===== config.mk =====
export PLATFORM = sky130hd
export DESIGN_NAME = srbm_mem_ctrl
export DESIGN_NICKNAME = d
export VERILOG_FILES = /design/src/srbm_pkg.sv /design/src/srbm_mem_ctrl.sv
export SDC_FILE = /design/constraint.sdc
export NUM_CORES = 1
export LEC_CHECK = 0
export ABC_AREA = 1
export ABC_CLOCK_PERIOD_IN_PS = 1400
export BUFFER_PORTS_ARGS = -buffer_cell sky130_fd_sc_hd__clkbuf_2
export CAP_MARGIN = 20
export CORE_MARGIN = 1.5
export CORE_UTILIZATION = 52
export DETAILED_ROUTE_END_ITERATION = 10
export GPL_ROUTABILITY_DRIVEN = 0
export HOLD_SLACK_MARGIN = 0.06
export PLACE_DENSITY = 0.81
export SYNTH_ARGS = -nofsm -noshare
export SYNTH_HDL_FRONTEND = slang
export SYNTH_SLANG_ARGS = --single-unit

===== constraint.sdc =====
create_clock -name core_clk -period 1.4 [get_ports core_clk]
set_input_delay 0.28 -clock core_clk [delete_from_list [all_inputs] [get_ports core_clk]]
set_output_delay 0.28 -clock core_clk [all_outputs]
set_load 0.005 [all_outputs]

===== src/srbm_pkg.sv =====
// constants for the shadow rom / banked dram memory control block
// assumes an 8-bit processor bus with 16-bit addresses, one core clock
// Function
// - boot rom overlay on after reset
// - software switches overlay off and on
// - rom decodes fixed at 0000h-0fffh
// - disabled rom answers no address
// - dram array switchable on and off
// - shared region visible in every bank
// - refresh only in fetch or wait
// - 2k or 4k rom by strap
// - 2k rom mirrored in both halves
package srbm_pkg;
	localparam logic [15:0] ROM_BASE = 16'h0000;
	localparam logic [15:0] ROM_LAST = 16'h0fff;
	localparam logic [7:0] ROM_CTRL_PORT = 8'h1f;
	localparam logic [7:0] MEM_CTRL_PORT = 8'h1d;
	localparam int ROM_EN_BIT = 0;
	localparam int RAM_EN_BIT = 0;
	localparam int BANK_BIT = 1;
	localparam logic ROM_EN_RST = 1'b1;
	localparam logic RAM_EN_RST = 1'b1;
	localparam logic BANK_RST = 1'b0;
	localparam logic [3:0] SHARED_TOP_RST = 4'hf;
	localparam int SHARED_LSB = 4;
	localparam int REFRESH_ROWS = 128;
	localparam int REFRESH_PERIOD_NS = 15600;
	localparam int CLK_PERIOD_NS = 4;
	localparam int REFRESH_CYCLES = REFRESH_PERIOD_NS / CLK_PERIOD_NS;
endpackage : srbm_pkg


===== src/srbm_mem_ctrl.sv =====
// memory control: rom overlay decode, dram bank select and hidden refresh
// assumes bus inputs are synchronous to core_clk; board straps are pins
`timescale 1ns/1ps
module srbm_mem_ctrl #(
	parameter int ROW_W = 7,
	parameter int REFRESH_CYCLES = srbm_pkg::REFRESH_CYCLES
) (
	input wire logic core_clk, // processor clock
	input wire logic rst, // synchronous reset, active high
	input wire logic [15:0] cpu_addr, // memory or i/o address
	input wire logic [7:0] cpu_wdata, // write data
	input wire logic mem_req, // memory cycle active
	input wire logic io_wr, // i/o write strobe, one cycle
	input wire logic opcode_fetch_cycle, // opcode fetch in progress
	input wire logic wait_state, // processor held in wait
	input wire logic rom_4k_strap, // board option: 1 = 4k rom
	input wire logic ram_128k_strap, // board option: 1 = 128k ram
	output logic rom_sel, // rom chip select
	output logic [11:0] rom_addr, // rom address
	output logic ram_sel, // dram access select
	output logic ram_bank, // upper 64k bank address bit
	output logic refresh_req, // refresh strobe to dram
	output logic [ROW_W-1:0] refresh_row, // row being refreshed
	output logic rom_enabled, // overlay state
	output logic refresh_due // refresh owed
);
	initial begin
		if (ROW_W < 1 || ROW_W > 16 || REFRESH_CYCLES < 2)
			$error("srbm_mem_ctrl: unsupported parameters");
		// the interval counter is 16 bits wide
		if (REFRESH_CYCLES > 65536)
			$error("srbm_mem_ctrl: refresh interval too long");
	end

	// straps: two flip-flops before use
	logic [1:0] s1_q, s2_q, s1_d, s2_d;
	logic rom_en_q, rom_en_d, ram_en_q, ram_en_d, bank_q, bank_d;
	logic [3:0] shared_q, shared_d;
	logic [ROW_W-1:0] row_q, row_d;
	logic [15:0] cnt_q, cnt_d;
	logic due_q, due_d, ref_q, ref_d;
	logic in_rom, shared_hit, hidden_slot;

	always_comb begin
		s1_d = {rom_4k_strap, ram_128k_strap};
		s2_d = s1_q;
		rom_en_d = rom_en_q;
		ram_en_d = ram_en_q;
		bank_d = bank_q;
		shared_d = shared_q;
		if (io_wr && cpu_addr[7:0] == srbm_pkg::ROM_CTRL_PORT)
			rom_en_d = cpu_wdata[srbm_pkg::ROM_EN_BIT];
		// memory control port: bit 0 ram on, bit 1 bank, top nibble is the
		// first 4k page that every bank shares; writing 0 there shares all
		// of memory, so software trades bank room for common room
		if (io_wr && cpu_addr[7:0] == srbm_pkg::MEM_CTRL_PORT) begin
			ram_en_d = cpu_wdata[srbm_pkg::RAM_EN_BIT];
			bank_d = cpu_wdata[srbm_pkg::BANK_BIT];
			shared_d = cpu_wdata[7:4];
		end
	end

	// rom comes up enabled with no software help
	always_ff @(posedge core_clk) begin
		if (rst) begin
			s1_q <= 2'h0;
			s2_q <= 2'h0;
			rom_en_q <= srbm_pkg::ROM_EN_RST;
			ram_en_q <= srbm_pkg::RAM_EN_RST;
			bank_q <= srbm_pkg::BANK_RST;
			shared_q <= srbm_pkg::SHARED_TOP_RST;
		end else begin
			s1_q <= s1_d;
			s2_q <= s2_d;
			rom_en_q <= rom_en_d;
			ram_en_q <= ram_en_d;
			bank_q <= bank_d;
			shared_q <= shared_d;
		end
	end

	// overlay decode; the window stays 4k even with a 2k part
	always_comb begin
		in_rom = rom_en_q && cpu_addr <= srbm_pkg::ROM_LAST;
		rom_sel = mem_req && in_rom;
		rom_addr = {s2_q[1] ? cpu_addr[11] : 1'b0, cpu_addr[10:0]};
		// addresses at or above the shared boundary ignore the bank bit
		shared_hit = cpu_addr[15:12] >= shared_q;
		ram_sel = mem_req && ram_en_q && !in_rom;
		ram_bank = s2_q[0] && bank_q && !shared_hit;
	end

	// refresh rides only on fetch and wait cycles, an owed one waits for the next slot;
	// a long run with no such slot delays refresh, it never stalls the bus
	// limitation: only one refresh is owed at a time, a second is lost
	always_comb begin
		hidden_slot = opcode_fetch_cycle || wait_state;
		cnt_d = cnt_q + 16'h0001;
		due_d = due_q;
		if (cnt_q == 16'(REFRESH_CYCLES - 1)) begin
			cnt_d = 16'h0000;
			due_d = 1'b1;
		end
		ref_d = due_q && hidden_slot && ram_en_q;
		row_d = row_q;
		if (ref_d) begin
			due_d = cnt_q == 16'(REFRESH_CYCLES - 1);
			row_d = row_q + 1'b1;
		end
	end

	always_ff @(posedge core_clk) begin
		if (rst) begin
			cnt_q <= 16'h0000;
			due_q <= 1'b0;
			ref_q <= 1'b0;
			row_q <= '0;
		end else begin
			cnt_q <= cnt_d;
			due_q <= due_d;
			ref_q <= ref_d;
			row_q <= row_d;
		end
	end

	assign refresh_req = ref_q;
	assign refresh_row = row_q;
	assign rom_enabled = rom_en_q;
	assign refresh_due = due_q;

	a_rom_reset_on: assert property (@(posedge core_clk)
		$past(rst) |-> rom_en_q) else $error("rom not on after reset");
	a_rom_port_write: assert property (@(posedge core_clk) disable iff (rst)
		io_wr && cpu_addr[7:0] == srbm_pkg::ROM_CTRL_PORT
		|=> rom_en_q == $past(cpu_wdata[srbm_pkg::ROM_EN_BIT]))
		else $error("rom enable write lost");
	a_rom_range: assert property (@(posedge core_clk) disable iff (rst)
		rom_sel |-> cpu_addr[15:12] == 4'h0 && rom_en_q)
		else $error("rom outside range");
	a_rom_off_quiet: assert property (@(posedge core_clk) disable iff (rst)
		!rom_en_q |-> !rom_sel) else $error("disabled rom selected");
	a_ram_off_quiet: assert property (@(posedge core_clk) disable iff (rst)
		!ram_en_q |-> !ram_sel && !refresh_req) else $error("ram off active");
	a_shared_fixed: assert property (@(posedge core_clk) disable iff (rst)
		cpu_addr[15:12] >= shared_q |-> !ram_bank) else $error("shared banked");
	a_refresh_hidden: assert property (@(posedge core_clk) disable iff (rst)
		refresh_req |-> $past(opcode_fetch_cycle || wait_state))
		else $error("refresh outside slot");
	a_rom_mirror: assert property (@(posedge core_clk) disable iff (rst)
		!s2_q[1] |-> !rom_addr[11]) else $error("2k rom not mirrored");
	a_rom_excl: assert property (@(posedge core_clk) disable iff (rst)
		!(rom_sel && ram_sel)) else $error("rom and ram both selected");

	// register state after reset and under port writes
	a_ram_reset_on: assert property (@(posedge core_clk)
		$past(rst) |-> ram_en_q && !bank_q && shared_q == 4'hf)
		else $error("ram control not at reset values");
	a_strap_reset: assert property (@(posedge core_clk)
		$past(rst) |-> s2_q == 2'h0) else $error("strap sync not cleared");
	a_ram_port_write: assert property (@(posedge core_clk) disable iff (rst)
		io_wr && cpu_addr[7:0] == srbm_pkg::MEM_CTRL_PORT
		|=> ram_en_q == $past(cpu_wdata[srbm_pkg::RAM_EN_BIT]))
		else $error("ram enable write lost");
	a_bank_port_write: assert property (@(posedge core_clk) disable iff (rst)
		io_wr && cpu_addr[7:0] == srbm_pkg::MEM_CTRL_PORT
		|=> bank_q == $past(cpu_wdata[1]) && shared_q == $past(cpu_wdata[7:4]))
		else $error("bank write lost");
	a_rom_en_hold: assert property (@(posedge core_clk) disable iff (rst)
		!(io_wr && cpu_addr[7:0] == srbm_pkg::ROM_CTRL_PORT)
		|=> $stable(rom_en_q)) else $error("rom enable moved");
	a_ram_en_hold: assert property (@(posedge core_clk) disable iff (rst)
		!(io_wr && cpu_addr[7:0] == srbm_pkg::MEM_CTRL_PORT)
		|=> $stable(ram_en_q)) else $error("ram enable moved");
	a_bank_hold: assert property (@(posedge core_clk) disable iff (rst)
		!(io_wr && cpu_addr[7:0] == srbm_pkg::MEM_CTRL_PORT)
		|=> $stable(bank_q) && $stable(shared_q))
		else $error("bank setting moved");

	// decode
	a_rom_hit: assert property (@(posedge core_clk) disable iff (rst)
		mem_req && rom_en_q && cpu_addr[15:12] == 4'h0 |-> rom_sel && !ram_sel)
		else $error("rom range not decoded");
	a_rom_low_addr: assert property (@(posedge core_clk) disable iff (rst)
		rom_sel |-> rom_addr[10:0] == cpu_addr[10:0])
		else $error("rom address wrong");
	a_rom_4k_addr: assert property (@(posedge core_clk) disable iff (rst)
		s2_q[1] |-> rom_addr == cpu_addr[11:0])
		else $error("4k rom address wrong");
	a_ram_banked: assert property (@(posedge core_clk) disable iff (rst)
		cpu_addr[15:12] < shared_q |-> ram_bank == (s2_q[0] && bank_q))
		else $error("bank bit wrong");

	// refresh bookkeeping
	a_refresh_due: assert property (@(posedge core_clk) disable iff (rst)
		refresh_req |-> $past(due_q)) else $error("refresh not owed");
	a_due_waits: assert property (@(posedge core_clk) disable iff (rst)
		due_q && !(opcode_fetch_cycle || wait_state) |=> due_q)
		else $error("owed refresh dropped");
	a_due_set: assert property (@(posedge core_clk) disable iff (rst)
		cnt_q == 16'(REFRESH_CYCLES - 1) |=> due_q)
		else $error("refresh not owed at interval");
	a_refresh_row: assert property (@(posedge core_clk) disable iff (rst)
		refresh_req |-> refresh_row == ROW_W'($past(refresh_row) + 1'b1))
		else $error("refresh row not stepped");

	c_rom_read: cover property (@(posedge core_clk) rom_sel);
	c_rom_off: cover property (@(posedge core_clk) $fell(rom_en_q));
	c_refresh: cover property (@(posedge core_clk) refresh_req);
	c_bank_hi: cover property (@(posedge core_clk) ram_sel && ram_bank);
	c_shared: cover property (@(posedge core_clk)
		ram_sel && bank_q && cpu_addr[15:12] >= shared_q);
endmodule : srbm_mem_ctrl


==> run_results.csv <==
group,metric,value,unit
worst_setup_path,worstSetupStartpointType,"flop",
route,drtPass1Iterations,4,
timing,final_hold_viol_count,0,
yosys,async_reset_ff_frac,0,
global_routing,globalRouteMet2Util,0.349,
clocking,cts_tree,"yes",
worst_setup_path,critical_path.max_fanout,2,
run,maxCapViolations,0,
yosys,synth_mux_area_frac,0,
floorplan,core-area,3660,um2
yosys,ys.flop_type,"dfxtp_1",
yosys,synth_simple_gate_area_share,0.384,
clocking,cts.sinks,36,
timing,holdWs,0.187,ns
route,post-route-drc-count,0,
floorplan,num_io_pins,57,
route,post_drt_wl_per_cell,9.69,um
clocking,clkTransAtPathRegs,0.07,ns
timing,final.period_utilization,1.18,
yosys,synth_compound_area_frac,0.0612,
route,routed_wl,3700,um
timing,min_period,1.65,ns
hold_path,hold_class,"in2reg",
worst_setup_path,r2r_setup_slack,0.13,ns
route,drt-vias-per-instance,4.76,
layout,num_antenna_cells,0,
yosys,yosys_register_bits,36,
clocking,clock_path_buffers,2,
timing,worst_slew_pin_slew,0.253,ns
global_routing,grt_max_degree,16,
yosys,synth_fa_ha_area_frac,0.0379,
global_routing,use_met3,0.0469,
outcome,violations,"setup timing",
yosys,ys.warnings.count,0,
pwr,p_sw_frac,0.222,
route,route.vias.total,1819,
global_routing,antenna_found_initial,0,
clocking,clk_latency,0.28,ns
worst_setup_path,crit_slowest_cell,"dfxtp_2",
floorplan,die_w,64.8,um
floorplan,die_area,4190,um2
layout,drive_gt1_frac,0.290,
yosys,synth.distinct_cells,25,
pwr,p_clk_frac,0.383,
clocking,root_buffer,"clkbuf_8",
timing,rsz0062_at_grt,"true",
timing,setup_viol,1,
yosys,synth_top_family_by_area,"simple AND/OR/NAND/NOR gates",
worst_setup_path,required,1.12,ns
yosys,synth_area_per_cell,6.96,um2
global_routing,grtUsageTotal,0.198,
global_routing,grt_overflow,0,
worst_setup_path,cp.arrival,1.37,ns
global_routing,grt_busiest_layer,"met2",
pwr,pwr-share-seq,0.538,
worst_setup_path,crit_path_max_incr_delay,0.33,ns
worst_setup_path,end_kind,"primary output",
outcome,outcome,"finished with violations",
clocking,holdBufCountCts,0,
pwr,p_leak,1.11,nW
global_routing,grt_util_met1,0.232,
timing,worst_slack,-0.251,ns
timing,slew_headroom,0.831,
layout,layout_common_cells,"nand2_1 (59), clkbuf_2 (48), inv_1 (39)",
pwr,irDropWorstVdd,632,uV
placed_design,io_buffers,48,
worst_setup_path,cp.buffers_inverters,3,
yosys,syn_area,1980,um2
global_routing,grt_pass1_vias,1649,
clocking,htree_levels,2,
timing,maxSlewViolCount,0,
global_routing,grt_pass1_wl,6640,um
pwr,powerDensity,826,nW/um2
layout,utilization,0.643,
floorplan,rows,22,
layout,syn_to_final_growth,18.7,%
yosys,syn-instance-count,285,
worst_setup_path,path_delay_family,"flip-flops",
floorplan,start_util,0.542,
timing,finalClockSkew,0.00407,ns
placed_design,post-dp-hpwl,2880,um
clocking,cts_buffers,5,
timing,fmax,0.606,GHz
route,drtIter0Drc,69,
worst_setup_path,worstSetupPathType,"reg2out",
route,ant_nets,0,
yosys,synth_xor_area_frac,0.0132,
yosys,synth_edf_count,0,
yosys,syn_nets,323,
pwr,power.internal,1.51,mW
floorplan,die_y,64.8,um
layout,final_common_cell,"nand2_1",
pwr,pwr-share-comb,0.079,
layout,fin_nets,371,
pwr,p_switching,0.432,mW
worst_setup_path,cp_cell_sequence,"inv_2, ha_4, inv_2, o21bai_1, nand3_1, nand3_1, nor2_1, clkbuf_2",
yosys,yosysSeqAreaShare,0.363,
==> registers in the layout, summed over array words and instances (netlist names) <==
register     count
bank_q           1
cnt_q           16
ram_en_q         1
refresh_due      1
refresh_req      1
refresh_row      7
rom_enabled      1
s1_q             2
s2_q             2
shared_q         4
==> layout make-up <==
cell class,instances,area (um2)
clock buffer,8,90.1
fill,325,1310
inverter,44,165
multi-input combinational,191,1020
sequential,36,723
tap,48,60.1
timing repair buffer,55,293
==> kinds of logic (layout without fill, tap and decap cells) <==
family,Yosys count,after routing
XOR/XNOR,3,3
AO/OA/AOI/OAI,21,21
buffers and inverters,58,107
AND/OR/NAND/NOR,161,161
adder cells (fa/ha/maj),6,6
flip-flops,36,36
==> Yosys cell counts (2+ instances only) <==
library cell | instances | area share
dfxtp_1 | 36 | 0.36
nor2_2 | 12 | 0.038
inv_1 | 41 | 0.078
nand2_2 | 4 | 0.013
nand3_1 | 30 | 0.076
a21oi_2 | 3 | 0.013
nand4_1 | 13 | 0.041
nor2_1 | 33 | 0.062
buf_4 | 11 | 0.042
buf_2 | 2 | 0.0050
nor2_4 | 3 | 0.017
o21ai_0 | 3 | 0.0076
ha_1 | 6 | 0.038
nor3_1 | 2 | 0.0050
inv_2 | 3 | 0.0057
o21bai_1 | 2 | 0.0076
nand2_1 | 59 | 0.11
or2_2 | 2 | 0.0063
a21oi_1 | 13 | 0.033
xor2_1 | 2 | 0.0088
==> per-stage QoR <==
| stage | total power [mW] | TNS (ns) | instance area (um2) | cells | setup WS [ns] |
|---|---|---|---|---|---|
| after floorplan | 1.17 | 0 | 1980 | 285 | 0.164 |
| after global routing | 2.04 | -0.339 | 2350 | 382 | -0.339 |
| final | 1.94 | -0.251 | 2350 | 382 | -0.251 |
| after detailed placement | 1.22 | -0.0324 | 2220 | 373 | -0.0324 |
| after CTS | 1.97 | -0.249 | 2330 | 381 | -0.249 |
| after global placement | 1.21 | -0.0157 | 2220 | 373 | -0.0157 |
==> final timing paths <==
path / from / endpoint / cells after the start
min reg2reg: s1_q[1] / s2_q[1] / 2
max: shared_q[1] / ram_bank / 8
max reg2reg: cnt_q[1] / cnt_q[6] / 6
min: rom_4k_strap / s1_q[1] / 3
==> per-layer routing <==
metal	wire, um	up-vias
met1	1740	785
met5	0	-
met4	40	0
met2	1730	41
met3	187	6
li1	-	987
==> power by group through the flow <==
stage               Sequential (mW)  Clock, mW  Combinational, mW
detailed placement             1.07          0              0.149
floorplan                      1.07          0              0.102
CTS                            1.04      0.769              0.153
global placement               1.07          0              0.145
global route                   1.05      0.815              0.173
finish                         1.05      0.743              0.154
==> worst register-to-register path: stages, from the launching register on <==
cell and delay [ns]:
dfxtp_1 0.38, ha_4 0.17, nand3_1 0.09, nor2_2 0.14, nand2_2 0.09, nand2_4 0.20, a21oi_1 0.08
==> repair_timing <==
item                       in CTS  in global routing
resized for setup               6                  2
buffers inserted                0                  1
setup endpoints to repair       1                 11
pin swaps                       1                  1
No activity file was read; power rests on OpenSTA's default activity.
